[src/hw/pcs_pkg.sv]
package pcs_pkg;
    // register map, byte addresses on the 32-bit bus
    localparam logic [11:0] PULLUP_DISABLE_ADDR = 12'h008;
    localparam logic [11:0] CLOCK_OUT_PIN_SELECT_ADDR  = 12'h00C;
    localparam int          REG_W               = 16;

    // pull-up disable register: implemented bits
    localparam logic [15:0] PUD_IMPL_MASK = 16'h7FFF;
    localparam logic [15:0] PUD_RESET     = 16'h0000;
    localparam int          PUD_PWM_FAULT = 14;
    localparam int          PUD_CAN_RX    = 13;
    localparam int          PUD_EXTERNAL_MEMORY_MODE_PIN  = 12;

    // clock-out and alternate function register
    localparam logic [15:0] CKS_IMPL_MASK = 16'h03FF;
    localparam logic [15:0] CKS_RESET     = 16'h0000;
    localparam int          CKS_ALT23     = 9;
    localparam int          CKS_ALT22     = 8;
    localparam int          CKS_ALT21     = 7;
    localparam int          CKS_ALT20     = 6;
    localparam int          CKS_DIS       = 5;
    localparam int          CKS_SEL_LSB   = 0;
    localparam int          CKS_SEL_W     = 5;

    // clock-out select codes
    localparam logic [4:0] SEL_SYSTEM     = 5'h00;
    localparam logic [4:0] SEL_TEST_LO    = 5'h01;
    localparam logic [4:0] SEL_TEST_HI    = 5'h06;
    localparam logic [4:0] SEL_OSC        = 5'h07;
    localparam logic [4:0] SEL_CLKGEN     = 5'h08;
    localparam logic [4:0] SEL_TEST2_LO   = 5'h09;
    localparam logic [4:0] SEL_TEST2_HI   = 5'h0D;

    localparam logic [1:0] HTRANS_NONSEQ = 2'h2;
    localparam logic [2:0] HSIZE_WORD    = 3'h2;

    typedef struct packed {
        logic        sel;
        logic        write;
        logic [11:0] addr;
    } pcs_addr_phase_type;

    // internal clocks the pin can show (taken as synchronous levels)
    typedef struct packed {
        logic system_clock;
        logic secondary_system_clock;
        logic master_oscillator_clock;
        logic prescaler_reference_clock;
        logic oscillator_output;
        logic clock_generator_out;
        logic [REG_W-1:0] test_clocks;
    } pcs_clocks_type;

    typedef struct packed {
        logic [3:0] addr_hi;
    } pcs_addr_type;
endpackage

[src/hw/pcs_top.sv]
// How it works
// - a one in a pull-up disable bit switches off the pull-ups of that pin group.
// - pins usable as general I/O are not governed by this register.
// - bit 15 of pull-up disable and bits 15..10 of clock-out select read zero, ignore writes.
// - pull-up disable bit 14 governs the pull-up of the pwm fault input three.
// - pull-up disable bit 13 governs the pull-up of the can receive pin.
// - select bit 9 gives port_b pin 7 address bit 23, or the master oscillator clock.
// - select bit 8 gives port_b pin 6 address bit 22, or the secondary system clock.
// - select bit 7 gives port_b pin 5 address bit 21, or the system clock.
// - select bit 6 gives port_b pin 4 address bit 20, or the prescaler reference clock.
// - clock_out_disable zero drives the selected clock, one tri-states the pin.
// - the five-bit clock_out_select chooses the clock; code 0 is the system clock.
// - code 7 is the oscillator output and code 8 the clock generator output.
`timescale 1ns/10ps
module pcs_top (
    input  wire logic                    hclk,
    input  wire logic                    hresetn,
    input  wire logic                    hsel,
    input  wire logic [31:0]             haddr,
    input  wire logic [1:0]              htrans,
    input  wire logic                    hwrite,
    input  wire logic [2:0]              hsize,
    input  wire logic [31:0]             hwdata,
    input  wire logic                    hready,
    output logic [31:0]                  hrdata,
    output logic                         hreadyout,
    output logic                         hresp,
    input  wire pcs_pkg::pcs_clocks_type clocks,
    input  wire pcs_pkg::pcs_addr_type   addr_hi,
    output logic [14:0]                  pullup_off,
    output logic [3:0]                   port_b_alt_out,
    output logic                         clock_out_pin_o,
    output logic                         clock_out_pin_oe_n
);
    typedef struct packed {
        pcs_pkg::pcs_addr_phase_type ap;
        logic [15:0]                 pud;
        logic [15:0]                 cks;
        logic [31:0]                 rdata;
        logic [3:0]                  alt;
        logic                        oe_n;
        logic [14:0]                 pins_off;
        logic                        clock_out_pad;
    } pcs_state_type;

    pcs_state_type s_q;
    pcs_state_type s_d;
    logic          mux_q;
    logic          take;

    // every transfer is zero wait state, so the slave is always ready
    assign take = hsel && hready && (htrans == pcs_pkg::HTRANS_NONSEQ);

    always_comb begin
        s_d = s_q;
        s_d.ap.sel = take;
        if (take) begin
            s_d.ap.write = hwrite;
            s_d.ap.addr  = haddr[11:0];
        end
        // data phase write; reserved bits masked off
        if (s_q.ap.sel && s_q.ap.write) begin
            if (s_q.ap.addr == pcs_pkg::PULLUP_DISABLE_ADDR) begin
                s_d.pud = hwdata[15:0] & pcs_pkg::PUD_IMPL_MASK;
            end else if (s_q.ap.addr == pcs_pkg::CLOCK_OUT_PIN_SELECT_ADDR) begin
                s_d.cks = hwdata[15:0] & pcs_pkg::CKS_IMPL_MASK;
            end
        end
        // read data registered in the address phase, unmapped reads zero
        s_d.rdata = 32'h0000_0000;
        if (take && !hwrite) begin
            if (haddr[11:0] == pcs_pkg::PULLUP_DISABLE_ADDR) begin
                s_d.rdata = {16'h0000, s_d.pud};
            end else if (haddr[11:0] == pcs_pkg::CLOCK_OUT_PIN_SELECT_ADDR) begin
                s_d.rdata = {16'h0000, s_d.cks};
            end
        end
        // alternate outputs on port_b pins 7..4
        s_d.alt[3] = s_q.cks[pcs_pkg::CKS_ALT23] ? clocks.master_oscillator_clock
                                                 : addr_hi.addr_hi[3];
        s_d.alt[2] = s_q.cks[pcs_pkg::CKS_ALT22] ? clocks.secondary_system_clock
                                                 : addr_hi.addr_hi[2];
        s_d.alt[1] = s_q.cks[pcs_pkg::CKS_ALT21] ? clocks.system_clock
                                                 : addr_hi.addr_hi[1];
        s_d.alt[0] = s_q.cks[pcs_pkg::CKS_ALT20] ? clocks.prescaler_reference_clock
                                                 : addr_hi.addr_hi[0];
        s_d.oe_n = s_q.cks[pcs_pkg::CKS_DIS];
        // only non-gpio groups live here; gpio pull-ups stay with port logic
        s_d.pins_off = s_q.pud[14:0];
        s_d.clock_out_pad     = mux_q;
    end

    always_ff @(posedge hclk or negedge hresetn) begin
        if (!hresetn) begin
            s_q <= '0;
        end else begin
            s_q <= s_d;
        end
    end

    // a read whose address phase falls in a write's data phase sees the written value,
    // since rdata is built from s_d
    pcs_clk_mux u_mux (
        .hclk    (hclk),
        .hresetn (hresetn),
        .sel     (s_q.cks[pcs_pkg::CKS_SEL_W-1:0]),
        .clocks  (clocks),
        .mux_q   (mux_q)
    );

    assign pullup_off         = s_q.pins_off;
    assign clock_out_pin_o    = s_q.clock_out_pad;
    assign hrdata             = s_q.rdata;
    assign hreadyout          = 1'b1;
    assign hresp              = 1'b0;
    assign port_b_alt_out     = s_q.alt;
    assign clock_out_pin_oe_n = s_q.oe_n;

    // assertions
    property p_pud_write;
        @(posedge hclk) disable iff (!hresetn)
        (s_q.ap.sel && s_q.ap.write && s_q.ap.addr == pcs_pkg::PULLUP_DISABLE_ADDR)
            |=> (s_q.pud == ($past(hwdata[15:0]) & 16'h7FFF)) ##1 (pullup_off == $past(s_q.pud[14:0]));
    endproperty
    a_pud_write: assert property (p_pud_write) else $error("pull-up write lost");

    property p_reserved_zero;
        @(posedge hclk) disable iff (!hresetn)
        (s_q.pud[15] == 1'b0) && (s_q.cks[15:10] == 6'h00);
    endproperty
    a_reserved_zero: assert property (p_reserved_zero) else $error("reserved bit set");

    property p_bit14;
        @(posedge hclk) disable iff (!hresetn)
        s_q.pud[pcs_pkg::PUD_PWM_FAULT] |=> pullup_off[14];
    endproperty
    a_bit14: assert property (p_bit14) else $error("fault pull-up not off");

    property p_bit13;
        @(posedge hclk) disable iff (!hresetn)
        s_q.pud[pcs_pkg::PUD_CAN_RX] |=> pullup_off[13];
    endproperty
    a_bit13: assert property (p_bit13) else $error("can pull-up not off");

    property p_alt23;
        @(posedge hclk) disable iff (!hresetn)
        hresetn |=> port_b_alt_out[3] == ($past(s_q.cks[9])
            ? $past(clocks.master_oscillator_clock) : $past(addr_hi.addr_hi[3]));
    endproperty
    a_alt23: assert property (p_alt23) else $error("pin 7 alt wrong");

    property p_alt22;
        @(posedge hclk) disable iff (!hresetn)
        hresetn |=> port_b_alt_out[2] == ($past(s_q.cks[8])
            ? $past(clocks.secondary_system_clock) : $past(addr_hi.addr_hi[2]));
    endproperty
    a_alt22: assert property (p_alt22) else $error("pin 6 alt wrong");

    property p_alt21;
        @(posedge hclk) disable iff (!hresetn)
        (s_q.cks[7] && clocks.system_clock) |=> port_b_alt_out[1];
    endproperty
    a_alt21: assert property (p_alt21) else $error("pin 5 alt wrong");

    property p_alt20;
        @(posedge hclk) disable iff (!hresetn)
        (!s_q.cks[6] && !addr_hi.addr_hi[0]) |=> !port_b_alt_out[0];
    endproperty
    a_alt20: assert property (p_alt20) else $error("pin 4 alt wrong");

    property p_disable;
        @(posedge hclk) disable iff (!hresetn)
        $rose(s_q.cks[5]) |=> clock_out_pin_oe_n;
    endproperty
    a_disable: assert property (p_disable) else $error("clock-out not tri-stated");

    property p_sel_sys;
        @(posedge hclk) disable iff (!hresetn)
        (s_q.cks[4:0] == 5'h00 && clocks.system_clock) [*2] |=> ##1 clock_out_pin_o;
    endproperty
    a_sel_sys: assert property (p_sel_sys) else $error("system clock not out");

    property p_sel_osc;
        @(posedge hclk) disable iff (!hresetn)
        (s_q.cks[4:0] == 5'h07 && clocks.oscillator_output) |=> ##1 clock_out_pin_o;
    endproperty
    a_sel_osc: assert property (p_sel_osc) else $error("oscillator not out");

    property p_sel_resv;
        @(posedge hclk) disable iff (!hresetn)
        (s_q.cks[4:0] > 5'h0D) [*2] |=> !clock_out_pin_o;
    endproperty
    a_sel_resv: assert property (p_sel_resv) else $error("reserved code not low");

    property p_readback;
        @(posedge hclk) disable iff (!hresetn)
        (take && !hwrite && haddr[11:0] == pcs_pkg::CLOCK_OUT_PIN_SELECT_ADDR && !(s_q.ap.sel && s_q.ap.write))
            |=> hrdata == {16'h0000, $past(s_q.cks)};
    endproperty
    a_readback: assert property (p_readback) else $error("readback wrong");

    property p_cks_write;
        @(posedge hclk) disable iff (!hresetn)
        (s_q.ap.sel && s_q.ap.write && s_q.ap.addr == pcs_pkg::CLOCK_OUT_PIN_SELECT_ADDR)
            |=> (s_q.cks == ($past(hwdata[15:0]) & pcs_pkg::CKS_IMPL_MASK));
    endproperty
    a_cks_write: assert property (p_cks_write) else $error("select write lost");

    property p_pud_hold;
        @(posedge hclk) disable iff (!hresetn)
        !(s_q.ap.sel && s_q.ap.write && s_q.ap.addr == pcs_pkg::PULLUP_DISABLE_ADDR)
            |=> $stable(s_q.pud);
    endproperty
    a_pud_hold: assert property (p_pud_hold) else $error("pull-up changed unwritten");

    property p_cks_hold;
        @(posedge hclk) disable iff (!hresetn)
        !(s_q.ap.sel && s_q.ap.write && s_q.ap.addr == pcs_pkg::CLOCK_OUT_PIN_SELECT_ADDR)
            |=> $stable(s_q.cks);
    endproperty
    a_cks_hold: assert property (p_cks_hold) else $error("select changed unwritten");

    property p_pullup_follow;
        @(posedge hclk) disable iff (!hresetn)
        hresetn |=> pullup_off == $past(s_q.pud[14:0]);
    endproperty
    a_pullup_follow: assert property (p_pullup_follow) else $error("pull-up pins wrong");

    property p_bit14_clear;
        @(posedge hclk) disable iff (!hresetn)
        !s_q.pud[pcs_pkg::PUD_PWM_FAULT] |=> !pullup_off[14];
    endproperty
    a_bit14_clear: assert property (p_bit14_clear) else $error("fault pull-up off");

    property p_bit13_clear;
        @(posedge hclk) disable iff (!hresetn)
        !s_q.pud[pcs_pkg::PUD_CAN_RX] |=> !pullup_off[13];
    endproperty
    a_bit13_clear: assert property (p_bit13_clear) else $error("can pull-up off");

    property p_oe_follow;
        @(posedge hclk) disable iff (!hresetn)
        hresetn |=> clock_out_pin_oe_n == $past(s_q.cks[pcs_pkg::CKS_DIS]);
    endproperty
    a_oe_follow: assert property (p_oe_follow) else $error("clock-out enable wrong");

    property p_enable;
        @(posedge hclk) disable iff (!hresetn)
        $fell(s_q.cks[pcs_pkg::CKS_DIS]) |=> !clock_out_pin_oe_n;
    endproperty
    a_enable: assert property (p_enable) else $error("clock-out not driven");

    property p_sel_clkgen;
        @(posedge hclk) disable iff (!hresetn)
        (s_q.cks[4:0] == pcs_pkg::SEL_CLKGEN && clocks.clock_generator_out) |=> ##1 clock_out_pin_o;
    endproperty
    a_sel_clkgen: assert property (p_sel_clkgen) else $error("generator not out");

    property p_sel_osc_low;
        @(posedge hclk) disable iff (!hresetn)
        (s_q.cks[4:0] == pcs_pkg::SEL_OSC && !clocks.oscillator_output) |=> ##1 !clock_out_pin_o;
    endproperty
    a_sel_osc_low: assert property (p_sel_osc_low) else $error("oscillator low lost");

    property p_sel_sys_low;
        @(posedge hclk) disable iff (!hresetn)
        (s_q.cks[4:0] == pcs_pkg::SEL_SYSTEM && !clocks.system_clock) |=> ##1 !clock_out_pin_o;
    endproperty
    a_sel_sys_low: assert property (p_sel_sys_low) else $error("system clock low lost");

    property p_sel_test;
        @(posedge hclk) disable iff (!hresetn)
        ((s_q.cks[4:0] inside {[pcs_pkg::SEL_TEST_LO:pcs_pkg::SEL_TEST_HI],
                               [pcs_pkg::SEL_TEST2_LO:pcs_pkg::SEL_TEST2_HI]})
            && clocks.test_clocks[s_q.cks[3:0]]) |=> ##1 clock_out_pin_o;
    endproperty
    a_sel_test: assert property (p_sel_test) else $error("test clock not out");

    property p_rdata_idle;
        @(posedge hclk) disable iff (!hresetn)
        !(take && !hwrite) |=> (hrdata == 32'h0000_0000);
    endproperty
    a_rdata_idle: assert property (p_rdata_idle) else $error("read data outside read");

    property p_rdata_upper;
        @(posedge hclk) disable iff (!hresetn)
        hrdata[31:16] == 16'h0000;
    endproperty
    a_rdata_upper: assert property (p_rdata_upper) else $error("upper read bits set");

    property p_readback_pud;
        @(posedge hclk) disable iff (!hresetn)
        (take && !hwrite && haddr[11:0] == pcs_pkg::PULLUP_DISABLE_ADDR
            && !(s_q.ap.sel && s_q.ap.write)) |=> hrdata == {16'h0000, $past(s_q.pud)};
    endproperty
    a_readback_pud: assert property (p_readback_pud) else $error("pull-up readback wrong");

    property p_alt21_low;
        @(posedge hclk) disable iff (!hresetn)
        (s_q.cks[pcs_pkg::CKS_ALT21] && !clocks.system_clock) |=> !port_b_alt_out[1];
    endproperty
    a_alt21_low: assert property (p_alt21_low) else $error("pin 5 clock low lost");

    property p_alt21_addr;
        @(posedge hclk) disable iff (!hresetn)
        (hresetn && !s_q.cks[pcs_pkg::CKS_ALT21])
            |=> port_b_alt_out[1] == $past(addr_hi.addr_hi[1]);
    endproperty
    a_alt21_addr: assert property (p_alt21_addr) else $error("pin 5 address wrong");

    property p_alt20_clk;
        @(posedge hclk) disable iff (!hresetn)
        (hresetn && s_q.cks[pcs_pkg::CKS_ALT20])
            |=> port_b_alt_out[0] == $past(clocks.prescaler_reference_clock);
    endproperty
    a_alt20_clk: assert property (p_alt20_clk) else $error("pin 4 clock wrong");

    // checked only from the second reset edge on, the first may meet unset flops
    property p_reset_clear;
        @(posedge hclk)
        (!hresetn && !$past(hresetn)) |-> (s_q.pud == pcs_pkg::PUD_RESET
            && s_q.cks == pcs_pkg::CKS_RESET && pullup_off == 15'h0000 && !clock_out_pin_oe_n);
    endproperty
    a_reset_clear: assert property (p_reset_clear) else $error("reset left state");

    c_pud_write: cover property (@(posedge hclk) s_q.ap.sel && s_q.ap.write
                                 && s_q.ap.addr == pcs_pkg::PULLUP_DISABLE_ADDR);
    c_clk_off:   cover property (@(posedge hclk) clock_out_pin_oe_n);
    c_osc_sel:   cover property (@(posedge hclk) s_q.cks[4:0] == 5'h07);
    c_test_code: cover property (@(posedge hclk) s_q.cks[4:0] == pcs_pkg::SEL_TEST2_HI);
    c_resv_code: cover property (@(posedge hclk) s_q.cks[4:0] > pcs_pkg::SEL_TEST2_HI);
endmodule

[src/hw/pcs_clk_mux.sv]
`timescale 1ns/10ps
// clock-out selector; registered so the pin comes from a flop
module pcs_clk_mux (
    input  wire logic                 hclk,
    input  wire logic                 hresetn,
    input  wire logic [4:0]           sel,
    input  wire pcs_pkg::pcs_clocks_type clocks,
    output logic                      mux_q
);
    logic mux_d;

    always_comb begin
        mux_d = 1'b0;
        if (sel == pcs_pkg::SEL_SYSTEM) begin
            mux_d = clocks.system_clock;
        end else if (sel == pcs_pkg::SEL_OSC) begin
            mux_d = clocks.oscillator_output;
        end else if (sel == pcs_pkg::SEL_CLKGEN) begin
            mux_d = clocks.clock_generator_out;
        end else if (sel <= pcs_pkg::SEL_TEST2_HI) begin
            mux_d = clocks.test_clocks[sel[3:0]];
        end else begin
            mux_d = 1'b0;
        end
    end

    always_ff @(posedge hclk or negedge hresetn) begin
        if (!hresetn) begin
            mux_q <= 1'b0;
        end else begin
            mux_q <= mux_d;
        end
    end
endmodule

[config.mk]
export PLATFORM = sky130hd
export DESIGN_NAME = pcs_top
export DESIGN_NICKNAME = d
export VERILOG_FILES = /design/src/hw/pcs_pkg.sv /design/src/hw/pcs_top.sv /design/src/hw/pcs_clk_mux.sv
export SDC_FILE = /design/constraint.sdc
export NUM_CORES = 1
export LEC_CHECK = 0
export ABC_CLOCK_PERIOD_IN_PS = 5600
export BUFFER_PORTS_ARGS = -buffer_cell sky130_fd_sc_hd__buf_2
export CORE_UTILIZATION = 52
export CTS_BUF_LIST = sky130_fd_sc_hd__clkbuf_16
export CTS_CLUSTER_DIAMETER = 30
export DETAILED_ROUTE_END_ITERATION = 12
export MAX_ROUTING_LAYER = met4
export PLACE_DENSITY = 0.95
export SLEW_MARGIN = 20
export SYNTH_ARGS = -nofsm -noshare
export SYNTH_HDL_FRONTEND = slang
export SYNTH_SLANG_ARGS = --single-unit
[constraint.sdc]
create_clock -name hclk -period 5.6 [get_ports hclk]
set_input_delay 0.28 -clock hclk [delete_from_list [all_inputs] [get_ports hclk]]
set_output_delay 0.28 -clock hclk [all_outputs]
set_load 0.02 [all_outputs]
## Yosys cells after proc, flatten, opt, wreduce, memory -nomap -nowiden

Cells that the tools add are included.

- Flip-flop bits (word level): 100
- Bits of input ports: 100

- Magnitude comparators: 2
- Equality and inequality tests: 7
- Multiplexer cells: 17
- Reduce and logical (&&, ||, !) cells: 6

Operators with widths:

| kind | number |
|---|---|
| $mux 16 | 6 |
| $eq 12x4->1 const B | 4 |
| $mux 32 | 1 |
| $mux 1 | 9 |
| $eq 5x3->1 const B | 1 |
| $eq 5x4->1 const B | 1 |
| $le 5x4->1 const B | 1 |
| $logic_not 5->1 | 1 |
| $lt 4x5->1 const B | 1 |
| $bmux 1 s4 | 1 |
| $logic_and 1x1->1 | 4 |
| $eq 2x2->1 const B | 1 |
| $logic_not 1->1 | 1 |

## Longest topological paths before layout

- Depth after elaboration: 7
- Depth in mapped cells: 7
- Gate-level depth less buffers: 5

## By module

From an unflattened synthesis, not the netlist that was laid out.

- Cell total of the unflattened synthesis: 347
- Area, all modules: 3958.8 µm²

By module, submodules not included:

| module | times used | cells each | area each (µm²) | seq. area each (µm²) |
|---|---|---|---|---|
| pcs_top | 1 | 325 | 3744.8 | 2077.0 |
| pcs_clk_mux | 1 | 22 | 214.0 | 25.0 |

## Least setup slack after synthesis

Ideal clock, no wire load.

- Path type: register to register
- From: register s_q[94] (netlist bit)
- To: register s_q (netlist bit hrdata[10])
- Library setup time: 0.119 ns
- Data arrival time: 1.733 ns
- Data required time: 5.481 ns
- Setup slack: 3.748 ns
- Cell stages (with the launch flop): 7
- Buffers on the path: 1
- Period minus slack after synthesis: 1.852 ns
- Path through: dfrtp_1 > nor4_4 > and4_1 > buf_6 > mux2_4 > mux2_2 > and2_1

RTL lines:

| what | line | RTL |
|---|---|---|
| from (decl) | pcs_top.sv:46 | `pcs_state_type s_q;` |
| from (signal assigned) | pcs_top.sv:95 | `s_q <= '0;` |
| from (signal assigned) | pcs_top.sv:97 | `s_q <= s_d;` |

==> flow_summary.html <==
<table>
<tr><th>Metric</th><th>Value</th></tr>
<tr><th colspan="2">Clock tree</th></tr>
<tr><td>TritonCTS clock tree</td><td>done</td></tr>
<tr><td>CTS Sinks</td><td>84</td></tr>
<tr><td>Cell chosen for the clock root</td><td>sky130_fd_sc_hd__clkbuf_16</td></tr>
<tr><td>Cts repair resizes</td><td>0</td></tr>
<tr><td>CTS Buf Count</td><td>9</td></tr>
<tr><td>Maximum buffer depth of the clock tree</td><td>2</td></tr>
<tr><td>H-tree Lvls</td><td>3</td></tr>
<tr><td>Clock network latency to the later pin of the worst-skew pair</td><td>0.33 ns</td></tr>
<tr><td>Number of buffers added to fix hold violations after cts</td><td>0</td></tr>
<tr><td>Clock transition at the registers of the reported paths</td><td>0.06 ns</td></tr>
<tr><td>Buffers inserted by post-CTS timing repair</td><td>0</td></tr>
<tr><th colspan="2">Setup path</th></tr>
<tr><td>Worst Path Max Fanout</td><td>18</td></tr>
<tr><td>Data arrival time of the critical path</td><td>2.53 ns</td></tr>
<tr><td>Register-to-register setup slack</td><td>3.29 ns</td></tr>
<tr><td>Category of the worst setup path launch point</td><td>register</td></tr>
<tr><td>Required arrival time at the worst endpoint</td><td>5.82 ns</td></tr>
<tr><td>Crit Path Class</td><td>reg -&gt; reg</td></tr>
<tr><td>Critical Path Sink Type</td><td>register</td></tr>
<tr><th colspan="2">Timing</th></tr>
<tr><td>Final worst clock skew</td><td>0.00659 ns</td></tr>
<tr><td>Worst Slack Setup Final</td><td>3.29 ns</td></tr>
<tr><td>Total negative slack for setup checks</td><td>0 ns</td></tr>
<tr><td>Setup-violating endpoint count in the final report</td><td>0</td></tr>
<tr><td>Normalized max-slew margin</td><td>0.513</td></tr>
<tr><td>Final hold slack</td><td>-0.0255 ns</td></tr>
<tr><td>FMAX</td><td>432 MHz</td></tr>
<tr><td>Final count of pins violating max slew</td><td>0</td></tr>
<tr><td>Worst Tran Pin Value</td><td>0.731 ns</td></tr>
<tr><td>Tmin final</td><td>2.31 ns</td></tr>
<tr><td>Final hold violation count</td><td>21</td></tr>
<tr><td>Final critical-path share of the clock period</td><td>0.413</td></tr>
<tr><td>Setup repair after global routing missed its margin</td><td>no</td></tr>
<tr><th colspan="2">Power and ir drop</th></tr>
<tr><td>Switching part of the total power</td><td>0.232</td></tr>
<tr><td>Areal power density over the cells</td><td>313 nW/um^2</td></tr>
<tr><td>Worst IR drop on VDD</td><td>0.000184 V</td></tr>
<tr><td>Design internal power</td><td>1.02 mW</td></tr>
<tr><td>Static Leak</td><td>2.33 nW</td></tr>
<tr><td>Seq pwr share</td><td>0.495</td></tr>
<tr><td>Switching power total</td><td>309 uW</td></tr>
<tr><td>Combinational share of power</td><td>0.084</td></tr>
<tr><td>Total power</td><td>1.33 mW</td></tr>
<tr><td>Fraction of power consumed by the clock network</td><td>0.422</td></tr>
<tr><th colspan="2">Detailed routing</th></tr>
<tr><td>Number of remaining DRC errors</td><td>0</td></tr>
<tr><td>Vias</td><td>2277</td></tr>
<tr><td>Detailed-route wire length per cell</td><td>14.2 um</td></tr>
<tr><td>Total iterations of the first detailed-routing run</td><td>4</td></tr>
<tr><td>Drt first-iter violations</td><td>90</td></tr>
<tr><td>Via-to-Cell Ratio</td><td>4.90</td></tr>
<tr><td>Final wirelength</td><td>6620 um</td></tr>
<tr><td>Detail Route Antenna Nets</td><td>0</td></tr>
<tr><th colspan="2">Place</th></tr>
<tr><td>Number of port buffers</td><td>94</td></tr>
<tr><td>Placed wire-length estimate</td><td>4640 um</td></tr>
<tr><td>Placed standard-cell area</td><td>3970 sq um</td></tr>
<tr><td>Routability congestion estimate</td><td>0.839</td></tr>
<tr><td>Pre-CTS setup slack</td><td>2.95 ns</td></tr>
<tr><th colspan="2">Layout</th></tr>
<tr><td>Area of the multi-input gates</td><td>1270 sq um</td></tr>
<tr><td>Share of final-layout standard cells stronger than drive strength 1</td><td>0.415</td></tr>
<tr><td>Seq. cell area</td><td>2100 sq um</td></tr>
<tr><td>Synthesis-to-finish area growth</td><td>12.3%</td></tr>
<tr><td>Final #Nets</td><td>464</td></tr>
<tr><td>Antenna fix cells</td><td>0</td></tr>
<tr><td>Utilization of the core after routing</td><td>0.617</td></tr>
<tr><td>Final design area excluding fillers</td><td>4260 sq um</td></tr>
<tr><td>Count of filler cells inserted in the layout</td><td>582</td></tr>
<tr><th colspan="2">Floorplanning</th></tr>
<tr><td>Placeable Area</td><td>6910 sq um</td></tr>
<tr><td>Starting Density</td><td>0.550</td></tr>
<tr><td>Die Footprint</td><td>7650 sq um</td></tr>
<tr><td>Number of top-level pins</td><td>155</td></tr>
<tr><td>DIE HEIGHT</td><td>87.4 um</td></tr>
<tr><td>Die outline width</td><td>87.4 um</td></tr>
<tr><td>Placement Rows</td><td>30</td></tr>
<tr><th colspan="2">GRT</th></tr>
<tr><td>Vias in the first global route</td><td>2210</td></tr>
<tr><td>Largest net degree at the start of global routing</td><td>85</td></tr>
<tr><td>Wire length of the first global-routing pass</td><td>10600 um</td></tr>
<tr><td>Aggregate global-route resource usage</td><td>0.194</td></tr>
<tr><td>Grt ovf</td><td>0</td></tr>
<tr><td>Antenna violations before repair</td><td>0</td></tr>
<tr><th colspan="2">Yosys</th></tr>
<tr><td>Number of synthesized flops with an enable pin</td><td>0</td></tr>
<tr><td>Leading register cell type out of synthesis</td><td>sky130_fd_sc_hd__dfrtp_1</td></tr>
<tr><td>Number of warning messages in the yosys log</td><td>0</td></tr>
<tr><td>Count of mapped cells out of synthesis</td><td>307</td></tr>
<tr><td>Number of synthesized register bits</td><td>84</td></tr>
<tr><td>Share of the yosys chip area belonging to registers</td><td>0.554</td></tr>
<tr><td>Synthesized area per cell</td><td>12.4 sq um</td></tr>
<tr><td>Fraction of registers with async set or reset after synthesis</td><td>1.00</td></tr>
<tr><td>Post-Syn Area</td><td>3800 sq um</td></tr>
<tr><td>Post-synthesis cell type count</td><td>40</td></tr>
<tr><th colspan="2">Status</th></tr>
<tr><td>Result of the run</td><td>finished with violations</td></tr>
<tr><td>Violations in the final reports</td><td>negative hold slack</td></tr>
<tr><th colspan="2">Min path</th></tr>
<tr><td>Class of the tightest hold or removal check</td><td>in -&gt; async</td></tr>
<tr><th colspan="2">Flow run</th></tr>
<tr><td>Max-cap viol count</td><td>0</td></tr>
</table>
==> worst paths after layout <==
| path | from | end | depth (start not counted) |
|---|---|---|---|
| worst min-delay path | hresetn | s_q[67] | 1 |
| worst max register to register | s_q[86] | hrdata[11] | 5 |
| worst max-delay path | s_q[86] | hrdata[11] | 5 |
| worst min register to register | u_mux.mux_q | clock_out_pin_o | 0 |
| max in group asynchronous | hresetn | s_q[53] | 1 |
| min in group hclk | haddr[11] | s_q[96] | 3 |
==> logic make-up after synthesis <==
logic type,Yosys count,share of synthesized area
AOI/OAI and AO/OA,8,0.0145
buffers and inverters,67,0.128
DFF,84,0.554
muxes,50,0.163
other,2,0.00198
and+or+nand+nor,96,0.139
==> worst max-delay path, stage by stage (launching register included) <==
cell,delay (ns)
sky130_fd_sc_hd__dfrtp_1,0.41
sky130_fd_sc_hd__nor4b_4,0.32
sky130_fd_sc_hd__nand4_2,0.58
sky130_fd_sc_hd__and2_2,0.48
sky130_fd_sc_hd__mux2_2,0.26
sky130_fd_sc_hd__and2_1,0.16
==> power groups by stage <==
stage | logic, mW | registers, mW | clock network (mW)
2_1_floorplan | 0.0828 | 0.664 | 0
3_3_place_gp | 0.108 | 0.667 | 0
3_5_place_dp | 0.112 | 0.670 | 0
4_1_cts | 0.113 | 0.659 | 0.568
5_1_grt | 0.125 | 0.662 | 0.599
6_report | 0.111 | 0.659 | 0.562
==> metal layers <==
metal,track usage,part of all wire
met1,0.230,0.43
met5,-,0
met2,0.317,0.50
met4,0.0835,0.017
met3,0.0474,0.050
==> synth_stat cells, types with 4 or more instances <==
| cell type | count | area [sq um] |
|---|---|---|
| sky130_fd_sc_hd__mux2i_1 | 16 | 160 |
| sky130_fd_sc_hd__nand3_1 | 6 | 30.0 |
| sky130_fd_sc_hd__and2_2 | 6 | 45.0 |
| sky130_fd_sc_hd__nor2b_1 | 4 | 25.0 |
| sky130_fd_sc_hd__mux2_2 | 14 | 158 |
| sky130_fd_sc_hd__buf_4 | 54 | 405 |
| sky130_fd_sc_hd__mux2_4 | 20 | 300 |
| sky130_fd_sc_hd__and2_1 | 5 | 31.3 |
| sky130_fd_sc_hd__dfrtp_1 | 84 | 2100 |
| sky130_fd_sc_hd__nand2_1 | 41 | 154 |
| sky130_fd_sc_hd__clkbuf_1 | 5 | 18.8 |
| sky130_fd_sc_hd__nor2_1 | 13 | 48.8 |
==> sequential cells by signal, summed over array words and instances (netlist names) <==
register	count
clock_out_pin_o	1
hrdata	16
s_q	30
port_b_alt_out	4
u_mux.mux_q	1
clock_out_pin_oe_n	1
s_d	16
pullup_off	15
==> metrics by stage <==
stage | hold WS, ns | std cells
2_1_floorplan | -0.0156 | 323
3_3_place_gp | 0.334 | 449
3_5_place_dp | 0.340 | 449
4_1_cts | 0.155 | 465
5_1_grt | 0.0598 | 465
6_report | -0.0255 | 465
==> cell usage in the layout (no fill, tap or decap), drive strengths merged <==
cell / n
a21o: 1
a21oi: 1
a31oi: 2
a32oi: 1
and2: 11
and3b: 1
and4: 3
and4b: 1
buf: 94
bufinv: 1
clkbuf: 9
clkinv: 6
conb: 18
dfrtp: 84
inv: 3
mux2: 34
mux2i: 16
nand2: 41
nand2b: 1
nand3: 6
nand4: 3
nand4b: 2
nor2: 13
nor2b: 4
nor3: 1
nor3b: 2
nor4: 3
nor4b: 2
o2111ai: 1
o211ai: 1
o21ai: 1
or2: 1
or3: 1
==> final cells by class <==
type | count | share of cell area
well taps | 96 | 0.0282
clock buffers | 9 | 0.0528
repair buffers | 94 | 0.112
flip-flops and latches | 84 | 0.493
multi-input cells | 172 | 0.298
inverters | 3 | 0.00264
clock inverters | 7 | 0.0135
No activity file was read; power rests on OpenSTA's default activity.
